File: src/verilog/cvr_pkg.sv
// shared constants, register indices and carriers of the cursor/vertical block
package cvr_pkg;

  // register indices on the indexed data port
  localparam logic [7:0] IDX_MAX_SCAN_LINE  = 8'h09;
  localparam logic [7:0] IDX_CURSOR_START   = 8'h0a;
  localparam logic [7:0] IDX_CURSOR_END     = 8'h0b;
  localparam logic [7:0] IDX_START_ADDR_HI  = 8'h0c;
  localparam logic [7:0] IDX_START_ADDR_LO  = 8'h0d;
  localparam logic [7:0] IDX_CURSOR_LOC_HI  = 8'h0e;
  localparam logic [7:0] IDX_CURSOR_LOC_LO  = 8'h0f;
  localparam logic [7:0] IDX_VSYNC_START_LO = 8'h10;
  localparam int         NUM_REGS           = 8;

  // reset values; max_scan_line has its own constant, also zero, and the rest take zero
  localparam logic [7:0] RST_MAX_SCAN_LINE  = 8'h00;
  localparam logic [7:0] RST_OTHER          = 8'h00;

  // max_scan_line fields
  localparam int MSL_DSCAN_BIT = 7;
  localparam int MSL_LCMP9_BIT = 6;
  localparam int MSL_VBS9_BIT  = 5;
  // timing_overflow_bits fields
  localparam int OVF_VSS9_BIT  = 7;
  localparam int OVF_LCMP8_BIT = 4;
  localparam int OVF_VBS8_BIT  = 3;
  localparam int OVF_VSS8_BIT  = 2;
  // cursor_start / cursor_end fields
  localparam int CST_OFF_BIT   = 5;
  localparam int CEN_SKEW_LSB  = 5;
  localparam int FLD5_MSB      = 4;

  // read masks clear reserved bits
  localparam logic [7:0] CURSOR_START_MASK = 8'h3f;
  localparam logic [7:0] CURSOR_END_MASK   = 8'h7f;

  localparam int SKEW_MAX = 3;

  typedef struct packed {
    logic [7:0] index;
    logic       we;
    logic [7:0] wdata;
  } cvr_wr_s;

  typedef struct packed {
    logic        dscan;
    logic        lcmp9;
    logic        vbs9;
    logic [4:0]  row_max;
    logic        cur_off;
    logic [4:0]  cur_start;
    logic [1:0]  skew;
    logic [4:0]  cur_end;
    logic [15:0] start_addr;
    logic [15:0] cur_loc;
    logic [7:0]  vss_low;
  } cvr_ctrl_s;

endpackage : cvr_pkg

File: src/verilog/cvr_regs.sv
// indexed byte register file and field decode
`timescale 1ns/1ps
module cvr_regs (
  input  wire logic           CLK_SYS,
  input  wire logic           SYS_RST,
  input  wire cvr_pkg::cvr_wr_s WR,
  output logic [7:0]          RDATA,
  output cvr_pkg::cvr_ctrl_s  CTRL
);

  logic [7:0] regs_q [cvr_pkg::NUM_REGS];

  // index decode, shared by write and read paths
  function automatic logic in_map(input logic [7:0] idx);
    in_map = (idx >= cvr_pkg::IDX_MAX_SCAN_LINE) &&
             (idx <= cvr_pkg::IDX_VSYNC_START_LO);
  endfunction : in_map

  function automatic logic [2:0] slot(input logic [7:0] idx);
    logic [7:0] d;
    d    = idx - cvr_pkg::IDX_MAX_SCAN_LINE;
    slot = d[2:0];
  endfunction : slot

  always_ff @(posedge CLK_SYS or posedge SYS_RST) begin
    if (SYS_RST) begin
      regs_q[0] <= cvr_pkg::RST_MAX_SCAN_LINE;
      for (int i = 1; i < cvr_pkg::NUM_REGS; i++) begin
        regs_q[i] <= cvr_pkg::RST_OTHER;
      end
    end else if (WR.we && in_map(WR.index)) begin
      regs_q[slot(WR.index)] <= WR.wdata;
    end
  end

  // registered read; reserved bits forced low, unmapped reads zero
  always_ff @(posedge CLK_SYS or posedge SYS_RST) begin
    if (SYS_RST) begin
      RDATA <= 8'h00;
    end else if (!in_map(WR.index)) begin
      RDATA <= 8'h00;
    end else if (WR.index == cvr_pkg::IDX_CURSOR_START) begin
      RDATA <= regs_q[slot(WR.index)] & cvr_pkg::CURSOR_START_MASK;
    end else if (WR.index == cvr_pkg::IDX_CURSOR_END) begin
      RDATA <= regs_q[slot(WR.index)] & cvr_pkg::CURSOR_END_MASK;
    end else begin
      RDATA <= regs_q[slot(WR.index)];
    end
  end

  always_comb begin
    CTRL.dscan      = regs_q[0][cvr_pkg::MSL_DSCAN_BIT];
    CTRL.lcmp9      = regs_q[0][cvr_pkg::MSL_LCMP9_BIT];
    CTRL.vbs9       = regs_q[0][cvr_pkg::MSL_VBS9_BIT];
    CTRL.row_max    = regs_q[0][cvr_pkg::FLD5_MSB:0];
    CTRL.cur_off    = regs_q[1][cvr_pkg::CST_OFF_BIT];
    CTRL.cur_start  = regs_q[1][cvr_pkg::FLD5_MSB:0];
    CTRL.skew       = regs_q[2][cvr_pkg::CEN_SKEW_LSB +: 2];
    CTRL.cur_end    = regs_q[2][cvr_pkg::FLD5_MSB:0];
    CTRL.start_addr = {regs_q[3], regs_q[4]};
    CTRL.cur_loc    = {regs_q[5], regs_q[6]};
    CTRL.vss_low    = regs_q[7];
  end
endmodule : cvr_regs

File: src/verilog/cvr_skew.sv
// cursor skew delay line in character clocks
`timescale 1ns/1ps
module cvr_skew (
  input  wire logic       CLK_SYS,
  input  wire logic       SYS_RST,
  input  wire logic       CHAR_EN,
  input  wire logic [1:0] SKEW,
  input  wire logic       CUR_IN,
  output logic            CUR_OUT
);

  logic [cvr_pkg::SKEW_MAX:0] stage_q;

  // stage 0 is the undelayed sample; stage k is k character clocks late
  always_ff @(posedge CLK_SYS or posedge SYS_RST) begin
    if (SYS_RST) begin
      stage_q <= '0;
    end else if (CHAR_EN) begin
      stage_q <= {stage_q[cvr_pkg::SKEW_MAX-1:0], CUR_IN};
    end
  end

  always_ff @(posedge CLK_SYS or posedge SYS_RST) begin
    if (SYS_RST) begin
      CUR_OUT <= 1'b0;
    end else begin
      CUR_OUT <= stage_q[SKEW];
    end
  end
endmodule : cvr_skew

File: src/verilog/cvr_top.sv
// vertical timing, split screen and text cursor of the crt controller
`timescale 1ns/1ps
// How it works
// - double scan halves row counter rate
// - line compare from three registers
// - compare line restarts address at zero
// - above split start address, below offset zero
// - vertical blank start from three registers
// - row counter wraps at programmed height
// - cursor off bit suppresses cursor
// - cursor only in text modes
// - cursor start line from cursor_start
// - cursor end line from cursor_end
// - skew delays cursor zero to three
// - start address from high and low
// - cursor location from high and low
// - vertical sync start from two registers
// - reserved cursor bits read zero
module cvr_top (
  input  wire logic        CLK_SYS,
  input  wire logic        SYS_RST,
  input  wire logic [7:0]  REG_INDEX,
  input  wire logic        REG_WR,
  input  wire logic [7:0]  REG_WDATA,
  output logic      [7:0]  REG_RDATA,
  input  wire logic [7:0]  TIMING_OVERFLOW_BITS,
  input  wire logic [7:0]  LINE_COMPARE_LOW,
  input  wire logic [7:0]  VBLANK_START_LOW,
  input  wire logic [15:0] ROW_PITCH,
  input  wire logic        GRAPHICS_MODE,
  input  wire logic        FRAME_START,
  input  wire logic        HSCAN_EN,
  input  wire logic        CHAR_CLK_EN,
  input  wire logic        H_ACTIVE,
  input  wire logic        V_ACTIVE,
  output logic      [15:0] FETCH_ADDR,
  output logic      [4:0]  ROW_SCAN,
  output logic      [9:0]  SCAN_LINE,
  output logic             VBLANK_START,
  output logic             VSYNC_START,
  output logic             CURSOR_PIX
);

  cvr_pkg::cvr_wr_s   wr;
  cvr_pkg::cvr_ctrl_s ctrl;

  logic [9:0]  lcmp;
  logic [9:0]  vbs;
  logic [9:0]  vss;
  logic        line_start;
  logic [9:0]  new_line;
  logic        split_hit;
  logic        row_adv;
  logic        row_wrap;

  logic [9:0]  line_q;
  logic [4:0]  row_q;
  logic [4:0]  row_d;
  logic        half_q;
  logic [15:0] row_base_q;
  logic [15:0] row_base_d;
  logic [15:0] addr_q;
  logic [15:0] addr_d;
  logic        vblank_q;
  logic        vsync_q;
  logic        cur_raw;

  assign wr.index = REG_INDEX;
  assign wr.we    = REG_WR;
  assign wr.wdata = REG_WDATA;

  cvr_regs u_regs (
    .CLK_SYS (CLK_SYS),
    .SYS_RST (SYS_RST),
    .WR      (wr),
    .RDATA   (REG_RDATA),
    .CTRL    (ctrl)
  );

  // 10-bit vertical values assembled from their scattered bits
  assign lcmp = {ctrl.lcmp9, TIMING_OVERFLOW_BITS[cvr_pkg::OVF_LCMP8_BIT],
                 LINE_COMPARE_LOW};
  assign vbs  = {ctrl.vbs9, TIMING_OVERFLOW_BITS[cvr_pkg::OVF_VBS8_BIT],
                 VBLANK_START_LOW};
  assign vss  = {TIMING_OVERFLOW_BITS[cvr_pkg::OVF_VSS9_BIT],
                 TIMING_OVERFLOW_BITS[cvr_pkg::OVF_VSS8_BIT],
                 ctrl.vss_low};

  // frame start wins over a coincident line pulse; line 0 is first active
  assign line_start = FRAME_START | HSCAN_EN;
  assign new_line   = FRAME_START ? 10'h000 : line_q + 10'h001;
  assign split_hit  = line_start && V_ACTIVE && (new_line == lcmp);

  // with double scan the counter moves on every second line only
  assign row_adv  = !ctrl.dscan || half_q;
  assign row_wrap = row_adv && (row_q == ctrl.row_max);

  always_ff @(posedge CLK_SYS or posedge SYS_RST) begin
    if (SYS_RST) begin
      line_q <= 10'h000;
    end else if (line_start) begin
      line_q <= new_line;
    end
  end

  always_ff @(posedge CLK_SYS or posedge SYS_RST) begin
    if (SYS_RST) begin
      half_q <= 1'b0;
    end else if (FRAME_START) begin
      half_q <= 1'b0;
    end else if (HSCAN_EN) begin
      half_q <= ctrl.dscan ? ~half_q : 1'b0;
    end
  end

  always_comb begin
    row_d      = row_q;
    row_base_d = row_base_q;
    if (FRAME_START) begin
      row_d      = 5'h00;
      row_base_d = ctrl.start_addr;
    end else if (HSCAN_EN) begin
      if (row_wrap) begin
        row_d      = 5'h00;
        row_base_d = row_base_q + ROW_PITCH;
      end else if (row_adv) begin
        row_d = row_q + 5'h01;
      end
    end
    // split line fetches from offset zero; later rows step on from there by row pitch
    if (split_hit) begin
      row_d      = 5'h00;
      row_base_d = 16'h0000;
    end
  end

  always_ff @(posedge CLK_SYS or posedge SYS_RST) begin
    if (SYS_RST) begin
      row_q      <= 5'h00;
      row_base_q <= 16'h0000;
    end else begin
      row_q      <= row_d;
      row_base_q <= row_base_d;
    end
  end

  // memory address counter: reload at each line, step per character
  always_comb begin
    addr_d = addr_q;
    if (line_start) begin
      addr_d = row_base_d;
    end else if (CHAR_CLK_EN && H_ACTIVE) begin
      addr_d = addr_q + 16'h0001;
    end
  end

  always_ff @(posedge CLK_SYS or posedge SYS_RST) begin
    if (SYS_RST) begin
      addr_q <= 16'h0000;
    end else begin
      addr_q <= addr_d;
    end
  end

  // one-cycle markers for the blank and sync generators downstream
  always_ff @(posedge CLK_SYS or posedge SYS_RST) begin
    if (SYS_RST) begin
      vblank_q <= 1'b0;
      vsync_q  <= 1'b0;
    end else begin
      vblank_q <= line_start && (new_line == vbs);
      vsync_q  <= line_start && (new_line == vss);
    end
  end

  // cursor term sampled per character; skew stage realigns it
  always_comb begin
    cur_raw = !GRAPHICS_MODE && !ctrl.cur_off
              && H_ACTIVE && V_ACTIVE
              && (addr_q == ctrl.cur_loc)
              && (row_q >= ctrl.cur_start)
              && (row_q <= ctrl.cur_end);
  end

  cvr_skew u_skew (
    .CLK_SYS (CLK_SYS),
    .SYS_RST (SYS_RST),
    .CHAR_EN (CHAR_CLK_EN),
    .SKEW    (ctrl.skew),
    .CUR_IN  (cur_raw),
    .CUR_OUT (CURSOR_PIX)
  );

  assign FETCH_ADDR   = addr_q;
  assign ROW_SCAN     = row_q;
  assign SCAN_LINE    = line_q;
  assign VBLANK_START = vblank_q;
  assign VSYNC_START  = vsync_q;
endmodule : cvr_top

File: config.mk
export PLATFORM = sky130hd
export DESIGN_NAME = cvr_top
export DESIGN_NICKNAME = d
export VERILOG_FILES = /design/src/verilog/cvr_pkg.sv /design/src/verilog/cvr_regs.sv /design/src/verilog/cvr_skew.sv /design/src/verilog/cvr_top.sv
export SDC_FILE = /design/constraint.sdc
export NUM_CORES = 1
export LEC_CHECK = 0
export ABC_AREA = 1
export BUFFER_PORTS_ARGS = -buffer_cell sky130_fd_sc_hd__buf_2
export CORE_UTILIZATION = 35
export CTS_BUF_LIST = sky130_fd_sc_hd__clkbuf_8
export DETAILED_ROUTE_END_ITERATION = 6
export GPL_TIMING_DRIVEN = 1
export SLEW_MARGIN = 20
export SYNTH_ARGS = -nofsm -noshare
export SYNTH_HDL_FRONTEND = slang
export SYNTH_SLANG_ARGS = --single-unit
export TNS_END_PERCENT = 100
File: constraint.sdc
create_clock -name CLK_SYS -period 8.4 [get_ports CLK_SYS]
set_input_delay 1.26 -clock CLK_SYS [delete_from_list [all_inputs] [get_ports CLK_SYS]]
set_output_delay 1.26 -clock CLK_SYS [all_outputs]
set_load 0.02 [all_outputs]
== Word-level counts from Yosys, hierarchy flattened ==
Index checks and enable logic that the tools add are counted.
Word-level totals
  register bits: 127
  output and inout bits: 42
Cells by class
  $add $sub $neg: 5
  magnitude comparators: 7
  equality and inequality tests: 7
  mux-type cells: 26
  bitwise operators: 3
  reductions and logical operators: 24
Operator list (count)
  two-way mux 16 bit: 6
  bitwise mux 64 bit: 1
  two-way mux 8 bit: 6
  equality test 10 bit: 3
  two-way mux 5 bit: 5
  binary-select mux 8 bit (select 3 bit): 1
  demux 8 bit (select 3 bit): 1
  adder 16 x 1 -> 16 bit (second input constant): 1
  adder 16 bit: 1
  equality test 16 bit: 1
  equality test 8 x 4 -> 1 bit (second input constant): 2
  logical AND 1 bit: 15
  adder 10 x 1 -> 10 bit (second input constant): 1
  two-way mux 10 bit: 1
  greater-or-equal comparator 8 x 4 -> 1 bit (second input constant): 1
  less-or-equal comparator 8 x 5 -> 1 bit (second input constant): 1
  adder 5 x 1 -> 5 bit (second input constant): 1
  equality test 5 bit: 1
  greater-or-equal comparator 5 bit: 1
  less-or-equal comparator 5 bit: 1
  greater-or-equal comparator 4 bit (second input constant): 1
  less-than comparator 4 x 1 -> 1 bit (second input constant): 1
  two-way mux 1 bit: 4
  NOT 3 -> 4 bit: 1
  other kinds (11): 14

== Depth between registers and ports, before layout ==
Gate-level depths: netlist (run 1).
  depth after elaboration: 8
  mapped depth: 15

== Modules after synthesis ==
Synthesis (run 1) repeated with hierarchy kept, for this count alone.
Second synthesis, totals
  cell total of the unflattened synthesis: 1314
  area, all modules: 9381.5 µm²
By module, submodules not included
  cvr_top: instances 1, cells each 723, area each 4730.8 µm²
  cvr_regs: instances 1, cells each 564, area each 4435.5 µm²
  cvr_skew: instances 1, cells each 27, area each 215.2 µm²

== Worst setup path after synthesis (run 1) ==
OpenSTA, ideal clock, no wires.
  path type: input -> register
  start: in REG_INDEX[0]
  end: reg u_regs.regs_q, in the netlist u_regs.CTRL[16]
  setup time: 0.125 ns
  arrival: 3.082 ns
  required time: 8.275 ns
  setup slack: 5.194 ns
  cell stages on the path: 15
  buffers on the path: 3
  cell sequence: buf_2 > inv_1 > clkbuf_1 > ha_1 > nand2_1 > inv_1 > nand4_1 > and2_4 > inv_2 > nand2_4 > nor2_4 > nand2_2 > buf_2 > nand2_1 > o21ai_1
Between the ends
  cells in the longest elaborated chain, start to end: 7
  elaborated cells between the ends (all ways): 12
Ends and longest elaborated chain
  start, declared: RTL line cvr_top.sv:22  | input wire logic [7:0] REG_INDEX,
  subtractor 3 x 1 -> 3 bit: RTL line cvr_regs.sv:21  | d = idx - cvr_pkg::IDX_MAX_SCAN_LINE;
  NOT 3 -> 4 bit (implied by the code): RTL line cvr_regs.sv:32  | regs_q[slot(WR.index)] <= WR.wdata;
  greater-or-equal comparator 4 bit (implied by the code) / less-than comparator 4 x 1 -> 1 bit (equally long branches): RTL line cvr_regs.sv:32
  logical AND 1 bit (implied by the code): RTL line cvr_regs.sv:32
  two-way mux 8 bit (implied by the code): RTL line cvr_regs.sv:32
  demux 8 bit (select 3 bit): RTL line cvr_regs.sv:32
  bitwise mux 64 bit: RTL line cvr_regs.sv:32
  end signal, assigned by index: RTL line cvr_regs.sv:29  | regs_q[i] <= cvr_pkg::RST_OTHER;
  end signal, assigned by index: RTL line cvr_regs.sv:32
  end, declared: RTL line cvr_regs.sv:11  | logic [7:0] regs_q [cvr_pkg::NUM_REGS];
Parallel ways exist; a longest one is shown, timed or not.
A chain may end at the register's enable or synchronous reset.

== Worst setup path in the final report (run 1) ==
  start: in REG_INDEX[0]
  end: reg u_regs.RDATA[4]
Between the ends
  cells in the longest elaborated chain, start to end: 8
  elaborated cells between the ends (all ways): 12
Ends and longest elaborated chain
  subtractor 3 x 1 -> 3 bit: RTL line cvr_regs.sv:21
  NOT 3 -> 4 bit (implied by the code): RTL line cvr_regs.sv:43, cvr_regs.sv:45, cvr_regs.sv:47
  binary-select mux 8 bit (select 3 bit): RTL line cvr_regs.sv:43, cvr_regs.sv:45, cvr_regs.sv:47
  two-way mux 8 bit (implied by the code) (2 in a row): RTL line cvr_regs.sv:43  | RDATA <= regs_q[slot(WR.index)] & cvr_pkg::CURSOR_START_MASK;
  two-way mux 8 bit: RTL line cvr_regs.sv:44  | end else if (WR.index == cvr_pkg::IDX_CURSOR_END) begin
  two-way mux 8 bit: RTL line cvr_regs.sv:42  | end else if (WR.index == cvr_pkg::IDX_CURSOR_START) begin
  two-way mux 8 bit *: RTL line cvr_regs.sv:40  | end else if (!in_map(WR.index)) begin
  end signal, assigned: RTL line cvr_regs.sv:43
  end signal, assigned: RTL line cvr_regs.sv:45  | RDATA <= regs_q[slot(WR.index)] & cvr_pkg::CURSOR_END_MASK;
  end signal, assigned: RTL line cvr_regs.sv:47  | RDATA <= regs_q[slot(WR.index)];
  end, declared: RTL line cvr_regs.sv:7  | output logic [7:0] RDATA,
Every way passes the cells marked *; elsewhere a longest branch is shown, timed or not. The select of a mux whose other input is x is not followed.

==> results of run 1 <==
## flip-flops by register name (all words and copies together) (netlist names)
| register | cells |
|---|---|
| row_base_q | 16 |
| SCAN_LINE | 10 |
| ROW_SCAN | 5 |
| u_regs.regs_q | 3 |
| u_regs.RDATA | 8 |
| VSYNC_START | 1 |
| half_q | 1 |
| u_regs.CTRL | 61 |
| FETCH_ADDR | 16 |
| u_skew.CUR_OUT | 1 |
| VBLANK_START | 1 |
| u_skew.stage_q | 4 |
## per-stage QoR
step / power (mW) / hold slack [ns] / utilization, % / instance area [µm²] / std cells
2_1_floorplan: 1.02 / 0.453 / - / 8330 / 1128
3_3_place_gp: 1.15 / 0.469 / 38.8 / 9070 / 1520
3_5_place_dp: 1.16 / 0.474 / 38.8 / 9070 / 1520
4_1_cts: 1.69 / 0.493 / 40.4 / 9460 / 1552
5_1_grt: 1.78 / 0.522 / 40.4 / 9460 / 1552
6_report: 1.68 / 0.491 / 40.4 / 9460 / 1552
## logic make-up after synthesis
kind of cell | count (synthesis) | synth area share, %
simple gates | 550 | 30.6
compound gates | 218 | 14.3
fa+ha+maj | 33 | 5.05
buf+inv | 168 | 8.52
xor+xnor | 32 | 3.37
flops | 127 | 38.2
## per-layer routing
metal	track usage [%]	wire length (µm)	part of all wire, %
met1	29.9	11700	48
met2	32.4	11200	46
met3	4.07	1320	5.4
met4	3.92	202	0.83
met5	0	0	0
## cell usage after synthesis, drive strengths merged
cell type / instances
dfrtp: 127
or2: 10
xnor2: 10
nand2: 321
o21bai: 4
xor2: 22
o31ai: 1
clkinv: 1
ha: 32
nor3: 22
a32oi: 2
nor4: 1
o221ai: 2
buf: 23
nand3b: 3
a2111oi: 6
nand3: 64
o211ai: 3
inv: 134
o22ai: 4
and3: 1
and2: 5
a21oi: 70
a31oi: 1
a31o: 1
a211oi: 2
a21o: 2
nor2: 93
o2111ai: 1
o21ai: 119
clkbuf: 10
nand4: 30
fa: 1
## worst register-to-register path: stages, from the launching register on
cell and delay (ns):
dfrtp_1 0.55, inv_1 0.08, nand2_1 0.06, nand2_1 0.06, nor3_2 0.20, nand3_1 0.66, inv_1 0.61, o21ai_0 0.16
o21ai_0 0.26, nand3_1 0.15, nand2_1 0.09
## layout make-up
type | instances | area (µm²) | share of cell area (%)
Multi-Input combinational cell | 833 | 4440 | 46.9
Sequential cell | 127 | 3180 | 33.6
Timing Repair Buffer | 106 | 541 | 5.71
Inverter | 135 | 512 | 5.41
Tap cell | 319 | 399 | 4.22
Clock buffer | 18 | 248 | 2.62
Clock inverter | 14 | 143 | 1.51
## final timing paths
check	to	slack, ns	cells after the start
max	u_regs.RDATA[4]	4.98	10
min reg2reg	u_regs.regs_q[54]	0.49	2
min	u_regs.regs_q[54]	0.49	2
max in group asynchronous	u_regs.CTRL[8]	6.14	3
max reg2reg	FETCH_ADDR[1]	5.46	10
min in group asynchronous	ROW_SCAN[0]	1.01	2
## power breakdown
| group | internal [mW] | leakage (nW) | switching (mW) |
|---|---|---|---|
| Sequential | 0.658 | 1.71 | 0.0658 |
| Clock | 0.270 | 0.183 | 0.267 |
| Combinational | 0.148 | 2.82 | 0.275 |
| Total | 1.08 | 4.72 | 0.608 |
==> metrics.md, run 1 <==
| Metric | Value |
|---|---|
| Share of layout cells above drive strength 1 | `17.8%` |
| Commonest non-fill, non-tap cell in the layout | `nand2_1` |
| Cells along the critical path | `buf_2 > inv_1 > ha_1 > nand2_1 > inv_1 > nor2_1 > nor2_2 > o21ai_0 > o21ai_0 > a2111oi_0` |
| Residual DRC | `0` |
| Buffer depth of the longest clock path | `2` |
| Commonest non-fill, non-tap cells in the layout | `nand2_1 (295), inv_1 (128), dfrtp_1 (127)` |
| Synth top area share | `38.2%` |
| RSZ-0062 raised after global routing | `no` |
| Tot GR Track Use | `20.8%` |
| Syn Inst Count | `1,128` |
| Fillcell total | `2,512` |
| Crit path from | `REG_INDEX[0]` |
| Period minus WS final | `3.42 ns` |
| Crit Path Class | `primary input to flop` |
| Row count | `56` |
| Netlist cell types | `51` |
| Area grow syn2layout | `13.6%` |
| Clock Sinks | `127` |
| First-pass GRT wire length | `38.6 mm` |
| HPWL Detailed | `18.5 mm` |
| Cts bufs inserted | `17` |
| CP top delay family | `compound AO/OA/AOI/OAI gates` |
| Slew HR | `36.7%` |
| Mapped Area | `8330 µm²` |
| Final Hold Viols | `0` |
| H-Tree Depth | `4` |
| PostCTS Resize Cnt | `0` |
| Clock Skew | `0.00970 ns` |
| CP required | `8.67 ns` |
| PortBufs | `102` |
| Largest cells by area after synthesis | `dfrtp_1 (38%), nand2_1 (13%), inv_1 (5.8%), o21ai_0 (5.0%), ha_1 (4.8%)` |
| Clk slew on worst S/H paths | `0.08 ns` |
| Slowest cell on crit path | `a2111oi_0` |
| Later-pin clock latency in the skew report | `0.46 ns` |
| Pre-CTS setup slack | `4.61 ns` |
| Final worst setup slack | `4.98 ns` |
| Setup TNS | `0 ns` |
| Post-route ant nets | `0` |
| Min-Delay Startpoint | `u_regs.regs_q[54]` |
| Fin nets | `1,318` |
| Die Area | `24,400 µm²` |
| Cell leakage power | `4.72 nW` |
| Initial antenna violation count | `0` |
| Largest net degree at the start of global routing | `77` |
| Peak Freq | `0.292 GHz` |
| Post-Syn Nets | `1,226` |
| Vias | `7,729` |
| Gr ovfl total | `0` |
| Max Slew Vio Count | `0` |
| Syn_area_per_cell | `7.38 µm²` |
| Cell taking the most area after synthesis | `dfrtp_1` |
| Post-synthesis sequential area ratio | `38.2%` |
| Tcrit/Tclk final | `40.7%` |
| Hold_buf cts | `0` |
| Worst Path Buf+Inv | `3` |
| Worst path arrival time | `3.69 ns` |
| Starting density of the core | `35.6%` |
| TritonRoute pass-1 iters | `5` |
| Status | `finished clean` |
| Routability cong. | `0.937` |
| Least-Margin Pin Slew | `0.950 ns` |
| Peak VDD IR | `0.0901 mV` |
| Reg2reg start | `ROW_SCAN[3]` |
| I/O pins | `107` |
| Root buffer cell | `clkbuf_8` |
| Final wirelength | `24.4 mm` |
| Synthesis warning total | `0` |
| P per Cell Area | `178 nW/µm²` |
| Core ar. | `23,400 µm²` |
| Die width | `156 µm` |
| Setup crit start kind | `primary input` |
| FF+latch count, synth | `127` |
| Die height | `156 µm` |
| CP peak stage delay | `0.79 ns` |
| Diodes inserted | `0` |
| Vias in the first global route | `7,039` |
| Post-CTS Setup Inserts | `0` |
| CTS tree | `done` |
| Vias per inst | `4.98` |
| Drt first-iter violations | `475` |
| Max-cap violations | `0` |
| Crit. End Element | `flop` |
| Hold crit path type | `flop to flop` |
| Worst Path Max Fanout | `39` |
| Final setup fails | `0` |
| WL/cell | `15.7 µm` |
Power figures use the tool's default switching activity.
==> inputs of run 2 (changes only) <==
==> constraint.sdc (replaced) <==
create_clock -name CLK_SYS -period 3.2 [get_ports CLK_SYS]
set_input_delay 0.48 -clock CLK_SYS [delete_from_list [all_inputs] [get_ports CLK_SYS]]
set_output_delay 0.48 -clock CLK_SYS [all_outputs]
set_load 0.02 [all_outputs]
==> run 2 against run 1 <==
Largest power group unchanged. Critical endpoint is now ROW_SCAN[2]. Sequential power rose to 2.6 times the previous value. Clock-buffer cell count up 1. Wire length increased by 0.96%. Largest cell class unchanged. Register-to-register slack lost 4.7 ns. Combinational power rose to 2.6 times the previous value. Power rose to 2.7 times the previous value. Sequential share of layout area fell by 0.36 points. Design area grew 1.1%. Core utilization grew 0.44 points. Clock power grew to 2.9 times the previous value.
==> metrics.md, run 2 (synthesis results as in run 1) <==
| Metric | Value |
|---|---|
| Tot GR Track Use | `20.9%` |
| Commonest non-fill, non-tap cell in the layout | `nand2_1` |
| Later-pin clock latency in the skew report | `0.45 ns` |
| Slew HR | `31.8%` |
| Final wirelength | `24.6 mm` |
| Number of flip-flops in the largest register | `61` |
| Setup crit start kind | `flop` |
| H-Tree Depth | `4` |
| Peak Freq | `0.407 GHz` |
| Starting density of the core | `35.6%` |
| CP required | `3.54 ns` |
| Worst Path Max Fanout | `23` |
| Post-route ant nets | `0` |
| Vias | `7,709` |
| I/O pins | `107` |
| Final Hold Viols | `0` |
| CTS tree | `done` |
| Largest net degree at the start of global routing | `56` |
| Cts bufs inserted | `17` |
| Inst Count DP | `1,524` |
| Post-CTS Setup Inserts | `0` |
| Fin nets | `1,322` |
| PortBufs | `102` |
| Hold crit path type | `primary input to async pin` |
| Least-Margin Pin Slew | `0.997 ns` |
| Core ar. | `23,400 µm²` |
| Reg2reg start | `SCAN_LINE[0]` |
| Drt first-iter violations | `526` |
| Clock Skew | `0.0150 ns` |
| Period minus WS final | `2.46 ns` |
| Met2 wire len | `11.0 mm` |
| Buffer depth of the longest clock path | `2` |
| Routability cong. | `0.877` |
| Row count | `56` |
| Final Non-Filler Cells | `1,557` |
| Vias in the first global route | `7,263` |
| Gr ovfl total | `0` |
| Commonest non-fill, non-tap cells in the layout | `nand2_1 (295), inv_1 (131), dfrtp_1 (127)` |
| Vias per inst | `4.95` |
| Worst path arrival time | `2.80 ns` |
| Max Slew Vio Count | `0` |
| Max-cap violations | `0` |
| HPWL Detailed | `18.7 mm` |
| Met3 WL | `1.28 mm` |
| Clk slew on worst S/H paths | `0.08 ns` |
| Peak VDD IR | `0.231 mV` |
| WL/cell | `15.8 µm` |
| First-pass GRT wire length | `39.2 mm` |
| Root buffer cell | `clkbuf_8` |
| Initial antenna violation count | `2` |
| PostCTS Resize Cnt | `0` |
| Die height | `156 µm` |
| Cell leakage power | `4.77 nW` |
| M1 WL | `12.0 mm` |
| Crit. End Element | `flop` |
| Hold_buf cts | `0` |
| Reg-to-reg critical path endpoint | `ROW_SCAN[2]` |
| Clock Sinks | `127` |
| Crit path from | `SCAN_LINE[0]` |
| Share of layout cells above drive strength 1 | `17.8%` |
| Tcrit/Tclk final | `76.8%` |
| TritonRoute pass-1 iters | `4` |
| Die width | `156 µm` |
| RSZ-0062 raised after global routing | `no` |
| Status | `finished clean` |
| Area grow syn2layout | `14.8%` |
| Residual DRC | `0` |
| Die Area | `24,400 µm²` |
| R2R depth | `13` |
| Final setup fails | `0` |
| Setup TNS | `0 ns` |
| P per Cell Area | `477 nW/µm²` |
| Crit Path Class | `flop to flop` |
| Top sig layer | `met4` |
| Layout Utilization | `40.9%` |
| R2R Setup Slk | `0.74 ns` |
==> run 2: cell count changes in the layout (fill, tap and decap cells not counted), sizes merged <==
cell and change:
clkinvlp -1, clkbuf +1, clkinv -3, inv +1, buf +4, bufinv +2, diode +1
==> run 2: cell type report <==
class,instances,area [µm²]
Clock inverter,13,171
Inverter,135,513
Timing Repair Buffer,110,596
Clock buffer,19,262
Fill cell,2521,13800
Sequential cell,127,3180
Tap cell,319,399
Multi-Input combinational cell,833,4440
Antenna cell,1,2.50
==> run 2: worst max path at each step <==
stage                           end  slack (ns)
finish                  ROW_SCAN[2]        0.74
global route            ROW_SCAN[1]        0.48
CTS                     ROW_SCAN[2]        0.75
detailed placement      ROW_SCAN[2]        0.54
global placement        ROW_SCAN[2]        0.55
floorplan           u_regs.CTRL[16]        0.77
==> run 2: metal layers <==
layer  vias to the layer above  track usage, %
li1                       3907               -
met1                      3598            29.6
met2                       184            32.7
met3                        20            4.24
met4                         0            4.81
met5                         -               0
==> run 2: critical path, cell delays in order, from the launching register on <==
cell and delay (ns):
dfrtp_1 0.60, ha_1 0.33, nand2_2 0.11, nor2_4 0.14, a21o_2 0.18, nand3_4 0.10
nand2_2 0.08, nand3_2 0.09, nor2_4 0.14, nand2_4 0.21, nand2_1 0.15, nand2_2 0.09
nand2_1 0.08, nand2_1 0.06
==> run 2: through the flow <==
stage | hold slack [ns] | setup slack [ns] | total power [mW] | area (µm²)
2_1_floorplan | 0.453 | 0.774 | 2.67 | 8330
3_3_place_gp | 0.470 | 0.555 | 3.03 | 9130
3_5_place_dp | 0.473 | 0.537 | 3.05 | 9130
4_1_cts | 0.231 | 0.753 | 4.59 | 9560
5_1_grt | 0.267 | 0.481 | 4.83 | 9560
6_report | 0.205 | 0.744 | 4.56 | 9560
==> run 2: power breakdown <==
part           switching, mW  total [mW]  internal (mW)  leakage, nW
logic                  0.717        1.12          0.399         2.84
registers              0.172        1.90           1.73         1.71
clock network          0.668        1.55          0.879        0.218
total                   1.56        4.56           3.01         4.77
==> inputs of run 3 (changes only) <==
==> constraint.sdc (replaced) <==
create_clock -name CLK_SYS -period 2.1 [get_ports CLK_SYS]
set_input_delay 0.315 -clock CLK_SYS [delete_from_list [all_inputs] [get_ports CLK_SYS]]
set_output_delay 0.315 -clock CLK_SYS [all_outputs]
set_load 0.02 [all_outputs]
==> run 3 against run 2 <==
Die area did not move. Sequential power increased by 49%. Design area grew 7.6%. Flip-flop and latch count is the same. Register-to-register slack got worse by 0.74 ns. Clock skew decreased by 0.0035 ns. First-iteration DRC count grew 12%. Clock-buffer cell count shrank 2. Non-clock buffer count increased by 64. Largest cell class unchanged. Largest power group unchanged.
==> metrics.md, run 3 (synthesis results as in run 1) <==
| Metric | Value |
|---|---|
| Switching Share | `34.1%` |
| Crit Path Class | `flop to flop` |
| Hold crit path type | `primary input to flop` |
| TritonRoute pass-1 iters | `5` |
| Final Hold Viols | `0` |
| Peak Freq | `0.477 GHz` |
| CP required | `2.45 ns` |
| I/O pins | `107` |
| Number of flip-flops in the largest register | `61` |
| Vias in the first global route | `7,589` |
| Residual DRC | `0` |
| Gr ovfl total | `0` |
| Worst Path Max Fanout | `5` |
| Crit. End Element | `flop` |
| Met1 usage | `29.5%` |
| Hold slack | `0.114 ns` |
| First-pass GRT wire length | `40.0 mm` |
| PortBufs | `102` |
| Die width | `156 µm` |
| Routability cong. | `0.908` |
| Logic pwr share | `27.5%` |
| Vias per inst | `4.98` |
| Diodes inserted | `0` |
| Commonest non-fill, non-tap cells in the layout | `nand2_1 (285), dfrtp_1 (124), inv_1 (121)` |
| Setup TNS | `0 ns` |
| Pwr Total | `7.31 mW` |
| Root buffer cell | `clkbuf_8` |
| Max-cap violations | `0` |
| Clk slew on worst S/H paths | `0.08 ns` |
| Tcrit/Tclk final | `99.8%` |
| Tot GR Track Use | `21.5%` |
| Drt first-iter violations | `587` |
| Status | `finished clean` |
| Later-pin clock latency in the skew report | `0.46 ns` |
| Core ar. | `23,400 µm²` |
| Inst Count DP | `1,580` |
| Clock Skew | `0.0115 ns` |
| Row count | `56` |
| Least-Margin Pin Slew | `0.638 ns` |
| Final worst setup slack | `0.00405 ns` |
| Die height | `156 µm` |
| Switch Pwr | `2.49 mW` |
| Cell leakage power | `5.10 nW` |
| P per Cell Area | `710 nW/µm²` |
| Gr busiest metal | `met2` |
| Clock power share | `33.6%` |
| H-Tree Depth | `4` |
| Area grow syn2layout | `23.6%` |
| Final setup fails | `0` |
| M2 GR Usage | `34.2%` |
| Sequential Power Share | `38.9%` |
| Final wirelength | `25.6 mm` |
| Met3 Use GR | `4.35%` |
| HPWL Detailed | `19.6 mm` |
| Vias | `8,073` |
| Period minus WS final | `2.10 ns` |
| Max Slew Vio Count | `0` |
| Initial antenna violation count | `0` |
| Cts bufs inserted | `17` |
| RSZ-0062 raised after global routing | `yes` |
| Post-route ant nets | `0` |
| WL/cell | `15.8 µm` |
| Clock Sinks | `127` |
| Largest net degree at the start of global routing | `48` |
| Starting density of the core | `35.6%` |
| Slew HR | `57.4%` |
| Share of layout cells above drive strength 1 | `24.9%` |
| CTS tree | `done` |
| Peak VDD IR | `0.389 mV` |
| Die Area | `24,400 µm²` |
| Final Non-Filler Cells | `1,621` |
| Commonest non-fill, non-tap cell in the layout | `nand2_1` |
| Worst path arrival time | `2.44 ns` |
| Buffer depth of the longest clock path | `2` |
| Setup crit start kind | `flop` |
| Internal | `4.82 mW` |
| Fin nets | `1,387` |
| Pre-CTS setup slack | `-0.0966 ns` |
## run 3: per-layer routing
layer / vias to the layer above / routed length, µm
met5: - / 0
met4: 0 / 362
met3: 26 / 1590
met2: 219 / 11900
met1: 3794 / 11800
li1: 4034 / -
## run 3: cell type report
| cell class | instances | area [µm²] |
|---|---|---|
| fill | 2463 | 13100 |
| multi-input combinational | 834 | 4600 |
| sequential | 127 | 3180 |
| timing repair buffer | 174 | 1130 |
| inverter | 135 | 518 |
| tap | 319 | 399 |
| clock buffer | 17 | 234 |
| clock inverter | 15 | 220 |
## run 3: path summary, 6_finish.rpt
check | from | to | slack [ns] | cells past startpoint
worst max-delay path | SCAN_LINE[0] | row_base_q[1] | 0.004 | 12
worst min-delay path | CHAR_CLK_EN | u_skew.stage_q[1] | 0.11 | 2
worst max register to register | SCAN_LINE[0] | row_base_q[1] | 0.004 | 12
worst min register to register | u_regs.regs_q[55] | u_regs.regs_q[55] | 0.48 | 2
max in group asynchronous | SYS_RST | FETCH_ADDR[8] | 0.97 | 4
min in group asynchronous | SYS_RST | u_regs.CTRL[43] | 0.48 | 3
## run 3: worst max-delay path, stage by stage, from the launching register on
cell,delay (ns)
dfrtp_1,0.42
ha_4,0.29
nand2_2,0.05
nand2_1,0.06
nand3_1,0.07
nor2_1,0.12
nand2_1,0.08
nor2_1,0.10
nand3_1,0.12
nor2_4,0.19
nand2_4,0.14
buf_6,0.18
and2_4,0.15
## run 3: power groups by stage
stage	Clock (mW)	Sequential (mW)	Combinational (mW)
global placement	0	2.88	1.90
global route	2.60	2.86	2.24
detailed placement	0	2.88	1.92
finish	2.46	2.84	2.01
CTS	2.49	2.84	1.94
floorplan	0	2.91	1.16
## run 3: what timing repair did
item | CTS | global route
hold buffers | 1 | 0
pin swaps | 1 | 23
setup buffers | 2 | 5
cloned | 0 | 1
hold endpoints to repair | 22 | 0
endpoints found under the setup margin | 7 | 36
gates resized for setup | 5 | 56
## run 3: stage by stage
| stage | cell area, µm² | utilization, % |
|---|---|---|
| final | 10300 | 44.0 |
| after global placement | 9550 | 40.8 |
| after global routing | 10300 | 44.0 |
| after floorplan | 8340 | - |
| after CTS | 10000 | 42.9 |
| after detailed placement | 9550 | 40.8 |
